--- config.mk ---
export PLATFORM = sky130hd
export DESIGN_NAME = led_scan_ctrl
export DESIGN_NICKNAME = d
export VERILOG_FILES = /design/src/led_scan_pkg.sv /design/src/hex_font_decode.sv /design/src/mux_clock_source.sv /design/src/led_scan_ctrl.sv
export SDC_FILE = /design/constraint.sdc
export NUM_CORES = 1
export LEC_CHECK = 0
export BUFFER_PORTS_ARGS = -buffer_cell sky130_fd_sc_hd__buf_2
export CORE_MARGIN = 3
export CORE_UTILIZATION = 30
export DETAILED_ROUTE_END_ITERATION = 8
export SLEW_MARGIN = 20
export SYNTH_ARGS = -nofsm -noshare
export SYNTH_HDL_FRONTEND = slang
export SYNTH_SLANG_ARGS = --single-unit
--- constraint.sdc ---
create_clock -name i_clock -period 8.34 [get_ports i_clock]
set_input_delay 0.417 -clock i_clock [delete_from_list [all_inputs] [get_ports i_clock]]
set_output_delay 0.417 -clock i_clock [all_outputs]
set_load 0.005 [all_outputs]
--- src/led_scan_pkg.sv ---
/*
  Constants, field layouts and carrier types for the multiplexed LED scan
  controller. Assumes a 100 MHz system clock.
*/
package led_scan_pkg;
  // Command codes of the 16-bit command word
  localparam logic [7:0] CMD_NOOP = 8'h00;
  localparam logic [7:0] CMD_DECODE = 8'h01;
  localparam logic [7:0] CMD_INTENSITY = 8'h02;
  localparam logic [7:0] CMD_SCAN_LIMIT = 8'h03;
  localparam logic [7:0] CMD_CONFIG = 8'h04;
  localparam logic [7:0] CMD_TEST = 8'h07;
  localparam logic [4:0] CMD_PLANE0_BASE = 5'h04;  // 0x20-0x27, upper five bits
  localparam logic [4:0] CMD_PLANE1_BASE = 5'h08;  // 0x40-0x47
  localparam logic [4:0] CMD_BOTH_BASE = 5'h0c;    // 0x60-0x67

  // Values after reset
  localparam logic [7:0] DECODE_RST = 8'h00;
  localparam logic [3:0] INTENSITY_RST = 4'h0;
  localparam logic [2:0] SCAN_LIMIT_RST = 3'h4;
  localparam logic [7:0] CONFIG_RST = 8'h00;

  // Duty in sixteenths
  localparam logic [3:0] DUTY_MAX = 4'hf;
  localparam logic [3:0] DUTY_TEST = 4'h7;
  localparam int DUTY_STEPS = 16;

  // Time base
  localparam int SYS_CLK_HZ = 100_000_000;
  localparam int RC_OSC_HZ = 4_000_000;
  localparam int RC_DIV_CYCLES = SYS_CLK_HZ / RC_OSC_HZ;
  localparam int FAILSAFE_HZ = 75_500;
  // Longest allowed gap between multiplex ticks, rounded down
  localparam int FAILSAFE_CYCLES = SYS_CLK_HZ / FAILSAFE_HZ;
  localparam int DIGIT_TIME_US = 200;
  localparam int DIGIT_TICKS = DIGIT_TIME_US * (RC_OSC_HZ / 1_000_000);
  localparam int BLINK_SLOW_MS = 1000;
  localparam int BLINK_FAST_MS = 500;
  localparam int BLINK_SLOW_TICKS = BLINK_SLOW_MS * (RC_OSC_HZ / 1000);
  localparam int BLINK_FAST_TICKS = BLINK_FAST_MS * (RC_OSC_HZ / 1000);

  typedef struct packed {
    logic [7:0] addr;
    logic [7:0] data;
  } cmd_word_t;

  typedef struct packed {
    logic [1:0] unused;
    logic global_clear;
    logic timing_reset;
    logic blink_en;
    logic blink_fast;
    logic fixed_zero;
    logic run;
  } config_t;
endpackage

--- src/hex_font_decode.sv ---
/*
  Hexadecimal seven-segment font, segments a..g with a in the top bit.
  Purely combinational; the caller supplies the decimal point itself.
*/
`timescale 1ns/1ps
`default_nettype none
module hex_font_decode (
  input wire logic [3:0] i_nibble,
  output logic [6:0] o_segments
);
  function automatic logic [6:0] font(input logic [3:0] n);
    unique case (n)
      4'h0: font = 7'h7e;
      4'h1: font = 7'h30;
      4'h2: font = 7'h6d;
      4'h3: font = 7'h79;
      4'h4: font = 7'h33;
      4'h5: font = 7'h5b;
      4'h6: font = 7'h5f;
      4'h7: font = 7'h70;
      4'h8: font = 7'h7f;
      4'h9: font = 7'h7b;
      4'ha: font = 7'h77;
      4'hb: font = 7'h1f;
      4'hc: font = 7'h4e;
      4'hd: font = 7'h3f;
      4'he: font = 7'h4f;
      4'hf: font = 7'h47;
    endcase
  endfunction

  assign o_segments = font(i_nibble);
endmodule
`default_nettype wire

--- src/mux_clock_source.sv ---
/*
  Multiplex tick source: internal divider standing in for the RC oscillator,
  or rising edges of the external clock pin, with a dead-clock fill-in.
  The external pin is taken as synchronous to i_clock.
*/
`timescale 1ns/1ps
`default_nettype none
module mux_clock_source #(
  parameter int RC_DIV = led_scan_pkg::RC_DIV_CYCLES,
  parameter int FAILSAFE = led_scan_pkg::FAILSAFE_CYCLES
) (
  input wire logic i_clock,
  input wire logic i_sys_rst,
  input wire logic i_multiplex_clock_input,
  input wire logic i_use_external,
  output logic o_osc_tick
);
  localparam int DW = $clog2(RC_DIV);
  localparam int GW = $clog2(FAILSAFE + 1);

  logic [DW-1:0] div_r;
  logic pin_prev_r;
  logic [GW-1:0] gap_r;
  logic src_tick;

  always_ff @(posedge i_clock or posedge i_sys_rst) begin
    if (i_sys_rst) begin
      div_r <= '0;
    end else if (div_r == DW'(RC_DIV - 1)) begin
      div_r <= '0;
    end else begin
      div_r <= div_r + 1'b1;
    end
  end

  always_ff @(posedge i_clock or posedge i_sys_rst) begin
    if (i_sys_rst) begin
      pin_prev_r <= 1'b0;
    end else begin
      pin_prev_r <= i_multiplex_clock_input;
    end
  end

  assign src_tick = i_use_external ? (i_multiplex_clock_input & ~pin_prev_r) : (div_r == DW'(RC_DIV - 1));
  // A stuck source must never freeze the scan on one digit
  assign o_osc_tick = src_tick | (gap_r == GW'(FAILSAFE - 1));

  always_ff @(posedge i_clock or posedge i_sys_rst) begin
    if (i_sys_rst) begin
      gap_r <= '0;
    end else if (o_osc_tick) begin
      gap_r <= '0;
    end else begin
      gap_r <= gap_r + 1'b1;
    end
  end
endmodule
`default_nettype wire

--- src/led_scan_ctrl.sv ---
/*
  Register file, two-plane digit storage and multiplex scan of an
  eight-digit seven-segment LED driver. Command words arrive already
  shifted in; i_cs_rise marks the chip-select rising edge that applies one.
  Digit strobes and segment lines feed the analog drivers outside.
*/
`timescale 1ns/1ps
`default_nettype none
module led_scan_ctrl #(
  parameter int DIGIT_TICKS = led_scan_pkg::DIGIT_TICKS,
  parameter int SLOW_TICKS = led_scan_pkg::BLINK_SLOW_TICKS,
  parameter int FAST_TICKS = led_scan_pkg::BLINK_FAST_TICKS,
  parameter int RC_DIV = led_scan_pkg::RC_DIV_CYCLES,
  parameter int FAILSAFE = led_scan_pkg::FAILSAFE_CYCLES
) (
  input wire logic i_clock,
  input wire logic i_sys_rst,
  input wire logic i_cs_rise,
  input wire led_scan_pkg::cmd_word_t i_cmd_word,
  input wire logic i_multiplex_clock_input,
  input wire logic i_use_external_clock,
  output logic [7:0] o_digit_enable,
  output logic [7:0] o_segments,
  output logic o_drive_en
);
  localparam int TW = $clog2(DIGIT_TICKS);
  // Sized to hold the count itself, so a power-of-two period cannot wrap to zero
  localparam int BW = $clog2(SLOW_TICKS + 1);
  localparam int STEP_TICKS = DIGIT_TICKS / led_scan_pkg::DUTY_STEPS;

  logic [7:0] decode_r;
  logic [3:0] intensity_r;
  logic [2:0] scan_limit_r;
  led_scan_pkg::config_t config_r;
  logic test_r;
  logic [7:0] first_data_plane_r [8];
  logic [7:0] second_data_plane_r [8];
  logic [TW-1:0] tick_cnt_r;
  logic [2:0] digit_r;
  logic [BW-1:0] blink_cnt_r;
  logic blink_phase_r;

  logic osc_tick;
  logic [4:0] cmd_group;
  logic [2:0] cmd_digit;
  logic wr_plane0, wr_plane1;
  logic cfg_wr, timing_clear, limit_wr, test_wr, plane_clear;
  led_scan_pkg::config_t cfg_in;
  logic running, advance, digit_end;
  logic [2:0] limit;
  logic [BW-1:0] half_ticks;
  logic [7:0] scan_byte;
  logic [6:0] font_seg;
  logic [7:0] seg_word;
  logic [3:0] duty;
  logic [TW:0] on_ticks;
  logic lit;
  logic plane_any;

  mux_clock_source #(
    .RC_DIV(RC_DIV),
    .FAILSAFE(FAILSAFE)
  ) u_clock_source (
    .i_clock(i_clock),
    .i_sys_rst(i_sys_rst),
    .i_multiplex_clock_input(i_multiplex_clock_input),
    .i_use_external(i_use_external_clock),
    .o_osc_tick(osc_tick)
  );

  // Command decode
  assign cmd_group = i_cmd_word.addr[7:3];
  assign cmd_digit = i_cmd_word.addr[2:0];
  assign cfg_in = led_scan_pkg::config_t'(i_cmd_word.data);
  assign wr_plane0 = i_cs_rise && (cmd_group == led_scan_pkg::CMD_PLANE0_BASE ||
                                   cmd_group == led_scan_pkg::CMD_BOTH_BASE);
  assign wr_plane1 = i_cs_rise && (cmd_group == led_scan_pkg::CMD_PLANE1_BASE ||
                                   cmd_group == led_scan_pkg::CMD_BOTH_BASE);
  assign cfg_wr = i_cs_rise && i_cmd_word.addr == led_scan_pkg::CMD_CONFIG;
  assign timing_clear = cfg_wr && cfg_in.timing_reset;
  assign plane_clear = cfg_wr && cfg_in.global_clear;
  assign limit_wr = i_cs_rise && i_cmd_word.addr == led_scan_pkg::CMD_SCAN_LIMIT;
  assign test_wr = i_cs_rise && i_cmd_word.addr == led_scan_pkg::CMD_TEST;

  // Control registers
  always_ff @(posedge i_clock or posedge i_sys_rst) begin
    if (i_sys_rst) begin
      decode_r <= led_scan_pkg::DECODE_RST;
      intensity_r <= led_scan_pkg::INTENSITY_RST;
      scan_limit_r <= led_scan_pkg::SCAN_LIMIT_RST;
      config_r <= led_scan_pkg::config_t'(led_scan_pkg::CONFIG_RST);
      test_r <= 1'b0;
    end else if (i_cs_rise) begin
      unique case (i_cmd_word.addr)
        led_scan_pkg::CMD_DECODE: decode_r <= i_cmd_word.data;
        led_scan_pkg::CMD_INTENSITY: intensity_r <= i_cmd_word.data[3:0];
        led_scan_pkg::CMD_SCAN_LIMIT: scan_limit_r <= i_cmd_word.data[2:0];
        led_scan_pkg::CMD_CONFIG: config_r <= cfg_in;
        led_scan_pkg::CMD_TEST: test_r <= i_cmd_word.data[0];
        default: ;
      endcase
    end
  end

  // Digit planes: written here, seen by the scan path from the next cycle
  always_ff @(posedge i_clock or posedge i_sys_rst) begin
    if (i_sys_rst) begin
      for (int i = 0; i < 8; i++) begin
        first_data_plane_r[i] <= 8'h00;
        second_data_plane_r[i] <= 8'h00;
      end
    end else if (plane_clear) begin
      for (int i = 0; i < 8; i++) begin
        first_data_plane_r[i] <= 8'h00;
        second_data_plane_r[i] <= 8'h00;
      end
    end else begin
      if (wr_plane0) begin
        first_data_plane_r[cmd_digit] <= i_cmd_word.data;
      end
      if (wr_plane1) begin
        second_data_plane_r[cmd_digit] <= i_cmd_word.data;
      end
    end
  end

  // Any lit byte left in either plane
  always_comb begin
    plane_any = 1'b0;
    for (int i = 0; i < 8; i++) begin
      plane_any = plane_any | (|first_data_plane_r[i]) | (|second_data_plane_r[i]);
    end
  end

  // Test mode runs even in shutdown; oscillator ticks are ignored otherwise
  assign running = config_r.run | test_r;
  assign advance = running & osc_tick;
  assign limit = test_r ? 3'h7 : scan_limit_r;
  assign digit_end = tick_cnt_r == TW'(DIGIT_TICKS - 1);

  // Digit slot timer and digit counter
  always_ff @(posedge i_clock or posedge i_sys_rst) begin
    if (i_sys_rst) begin
      tick_cnt_r <= '0;
      digit_r <= 3'h0;
    end else if (timing_clear || limit_wr || test_wr) begin
      // Restarting on a new limit or on leaving test keeps the digit index inside the limit
      tick_cnt_r <= '0;
      digit_r <= 3'h0;
    end else if (advance) begin
      if (digit_end) begin
        tick_cnt_r <= '0;
        digit_r <= (digit_r >= limit) ? 3'h0 : digit_r + 3'h1;
      end else begin
        tick_cnt_r <= tick_cnt_r + 1'b1;
      end
    end
  end

  // Blink phase timer
  assign half_ticks = config_r.blink_fast ? BW'(FAST_TICKS) : BW'(SLOW_TICKS);

  always_ff @(posedge i_clock or posedge i_sys_rst) begin
    if (i_sys_rst) begin
      blink_cnt_r <= '0;
      blink_phase_r <= 1'b0;
    end else if (timing_clear) begin
      blink_cnt_r <= '0;
      blink_phase_r <= 1'b0;
    end else if (advance) begin
      if (blink_cnt_r >= half_ticks - 1'b1) begin
        blink_cnt_r <= '0;
        blink_phase_r <= ~blink_phase_r;
      end else begin
        blink_cnt_r <= blink_cnt_r + 1'b1;
      end
    end
  end

  // Segment data for the digit on scan
  assign scan_byte = (config_r.blink_en && blink_phase_r) ?
                     second_data_plane_r[digit_r] : first_data_plane_r[digit_r];

  hex_font_decode u_font (
    .i_nibble(scan_byte[3:0]),
    .o_segments(font_seg)
  );

  // Bit order dp,a..g matches the font output, so raw data passes unchanged
  assign seg_word = decode_r[digit_r] ? {scan_byte[7], font_seg} : scan_byte;

  assign duty = test_r ? led_scan_pkg::DUTY_TEST :
                (intensity_r == led_scan_pkg::DUTY_MAX) ? led_scan_pkg::DUTY_MAX : intensity_r + 4'h1;
  assign on_ticks = (TW + 1)'(int'(duty) * STEP_TICKS);
  assign lit = running && ({1'b0, tick_cnt_r} < on_ticks);

  // Drivers
  always_ff @(posedge i_clock or posedge i_sys_rst) begin
    if (i_sys_rst) begin
      o_digit_enable <= 8'h00;
      o_segments <= 8'h00;
      o_drive_en <= 1'b0;
    end else begin
      o_drive_en <= running;
      o_digit_enable <= lit ? (8'h01 << digit_r) : 8'h00;
      o_segments <= !lit ? 8'h00 : test_r ? 8'hff : seg_word;
    end
  end
endmodule
`default_nettype wire

==> summary.txt <==
Outcome
  • Outcome: complete, but fails checks
  • Violations in the final reports: hold timing

Yosys
  • Avg Inst Size Synth: a little over 10 sq um
  • Seq/Total Area, Yosys: 0.465
  • Cell area after synthesis: roughly 12000 sq um
  • Yosys reg bits: 217
  • Top FF cell, synth: dfrtp_1
  • Ys async rst share: 1.00
  • Synth Warn #: 0
  • Syn_nets: approximately 1200
  • Post-synth EDFFs: 0
  • Synthesized netlist cell count: approximately 1200
  • Synth cell types: just over 70

Layout
  • Fin nets: 1221
  • Antenna diodes: 0
  • Fin area: about 13000 sq um
  • Final cell count without fillers: between 1500 and 2000
  • Most common cell after layout, fill and taps aside: dfrtp_1
  • Fill cells: about 3800
  • Most frequent cells in the layout: 214 x dfrtp_1, 145 x nand2_1, 107 x nand3_1
  • Area grow syn2layout: 13.7%
  • Proportion of layout cells with a drive suffix above 1: 0.154

Timing
  • Fin crit share: 0.509
  • Setup TNS: 0 ps
  • Final setup fails: 0
  • Tmin final: 4240 ps
  • Worst Tran Pin Value: approximately 920 ps
  • Headroom to the max-slew limit: 0.371
  • Fmax: ~0.24 GHz
  • Max-slew violations: 0
  • Min Hold Slack: -24.8 ps
  • Fin. Hold Viols: 35
  • Unrepaired setup endpoints after global routing: no
  • Setup Skew: around 12 ps

Die
  • Die H: 203 microns
  • Die Area: a little over 40000 sq um
  • Die boundary width: between 200 and 250 microns
  • # rows: between 70 and 80
  • Initial core utilization: 0.307
  • IO Pins: 38
  • Core area: 38000 sq um

Critical path
  • Crit path DAT: 4680 ps
  • WS Path Type: reg -> reg
  • Worst setup path start: intensity_r[1]$_DFFE_PP0P_
  • CP Launch Type: flop
  • Worst Path Required: 8780 ps
  • Reg2Reg Depth: 13
  • R2R Path End: o_segments[5]$_DFF_PP0_
  • Flop-to-flop setup slack: 4100 ps
  • Worst R2R Start: intensity_r[1]$_DFFE_PP0P_
  • Worst Path Max Fanout: 16
  • Crit. End Element: flop

Min path
  • Worst Hold Class: in -> async

Global routing
  • Vias in the first global route: 8844
  • All-Layer GR Usage: 0.146
  • Global-route wire length before repair: slightly below 50000 microns
  • Initial antenna violation count: 1
  • Largest net degree at the start of global routing: ~110
  • GR Overflow Total: 0

Drt
  • DR vias/cell: around 5.3
  • Antenna viol nets, final: 0
  • DRT iter0 DRCs: a little over 700
  • Wire length per cell: about 18 microns
  • DRT Pass-1 Iters: 5
  • DRC violations left: 0
  • Vias: slightly below 9000
  • DRT Wirelength: 30300 microns

Power and ir drop
  • Power Density: just over 200 nW/um^2
  • VDD IR-drop max: around 0.14 mV
  • Leak: roughly 6.2 nW
  • Tot Pwr: about 2.7 mW

Clocking
  • Clock slew at reported path FFs: ~60 ps
  • CTS-repair resized insts: 0
  • Post-cts hold buffer count: 1
  • CTS H-tree lvls: 1
  • Cts bufs inserted: 26
  • Clock latency at the later pin of the worst-skew pair: roughly 530 ps
  • Clk sinks: 217
  • Clock tree root driver cell: clkbuf_16
  • CTS tree: done
  • Maximum clock path buffer count: 3
  • Post-CTS setup buffer count: 0

Place
  • Post-place instance area: ~12000 sq um
  • Placed Cells: about 1600
  • DP HPWL: 19400 microns
  • Port-buffer cells: 37
  • GP Congestion: about 0.82

Run
  • Max-Cap Viols: 0
[worst max-delay path, cell delays in order, from the launching register on]
cell      delay [ps]
dfrtp_1          430
ha_1             240
and3_1           210
or3_1            340
ha_1             330
fa_1             480
xnor2_1          180
ha_1             260
a21o_1           180
a21oi_1          160
o221ai_1         120
a21oi_1          740
o221ai_1         270
a41oi_1          210
[state kept, by name, summed over array words and instances (netlist names)]
register,count
scan_limit_r,3
o_digit_enable,8
u_clock_source.pin_prev_r,1
o_segments,8
blink_cnt_r,22
test_r,1
u_clock_source.div_r,5
digit_r,3
intensity_r,4
second_data_plane_r,64
o_drive_en,1
config_r,3
first_data_plane_r,64
u_clock_source.gap_r,11
decode_r,8
tick_cnt_r,10
blink_phase_r,1
[how the worst max path moves through the flow]
stage | end | slack [ps] | depth (start not counted)
after floorplan | blink_cnt_r[0]$_DFFE_PP0P_ | 1990 | 1
after global placement | o_segments[5]$_DFF_PP0_ | 4200 | 13
after detailed placement | o_segments[5]$_DFF_PP0_ | 4060 | 13
after CTS | o_segments[5]$_DFF_PP0_ | 4070 | 13
after global routing | o_segments[5]$_DFF_PP0_ | 3780 | 13
final | o_segments[5]$_DFF_PP0_ | 4100 | 13
[area by class of cell]
class                      instances  area [sq um]  share of cell area
timing repair buffer              52           304              0.0229
clock buffer                      37           763              0.0575
inverter                          33           135              0.0102
clock inverter                     8           194              0.0146
multi-input combinational        824          5810               0.437
sequential                       217          5430               0.409
tap                              511           639              0.0482
[Yosys cell counts (5+ instances only)]
master     instances  area (sq um)
dfrtp_1          216          5410
nand2_1          145           544
nand3_1          107           536
a21oi_1          105           526
nor2_1            92           345
clkbuf_1          55           206
ha_1              45           563
mux4_2            37           833
mux2i_1           36           360
o21ai_0           31           155
inv_1             29           109
mux2_2            23           259
xor2_1            23           201
and3_1            19           119
buf_2             14          70.1
nand4_1           13          81.3
and2_1            10          62.6
o2111ai_1          8          70.1
nand2b_1           7          43.8
nor2b_1            7          43.8
nor3_1             7          35.0
o31ai_1            7          52.6
nor3b_1            6          45.0
o211ai_1           6          45.0
or3_1              6          37.5
xnor2_1            6          52.6
a21o_1             5          37.5
[per-layer routing]
| layer | global-route usage | vias to the layer above | wire (microns) |
|---|---|---|---|
| li1 | - | 4115 | - |
| met1 | 0.203 | 4447 | 13400 |
| met2 | 0.236 | 263 | 14200 |
| met3 | 0.0268 | 47 | 2080 |
| met4 | 0.0406 | 2 | 665 |
| met5 | 0 | - | 13 |
[power breakdown]
| group | internal (mW) | switching (mW) | leakage [nW] | total (mW) |
|---|---|---|---|---|
| Clock | 0.817 | 0.441 | 0.467 | 1.26 |
| Combinational | 0.102 | 0.147 | 2.81 | 0.249 |
| Sequential | 1.12 | 0.0464 | 2.93 | 1.17 |
[cell families (layout without fill, tap and decap cells)]
kind of cell / count (synthesis) / after routing / share of synthesized area
XOR/XNOR: 29 / 29 / 0.0218
AND/OR/NAND/NOR: 435 / 435 / 0.174
AO/OA/AOI/OAI: 205 / 205 / 0.106
adder cells (fa/ha/maj): 46 / 46 / 0.0500
multiplexers: 109 / 109 / 0.144
buffers and inverters: 109 / 130 / 0.0388
flip-flops: 217 / 217 / 0.465
[stage by stage]
stage	utilization	worst slack [ps]
3_3_place_gp	0.323	4200
3_5_place_dp	0.324	4060
6_report	0.349	4100
5_1_grt	0.349	3780
4_1_cts	0.349	4070
2_1_floorplan	-	1990
No activity file was read; power rests on OpenSTA's default activity.
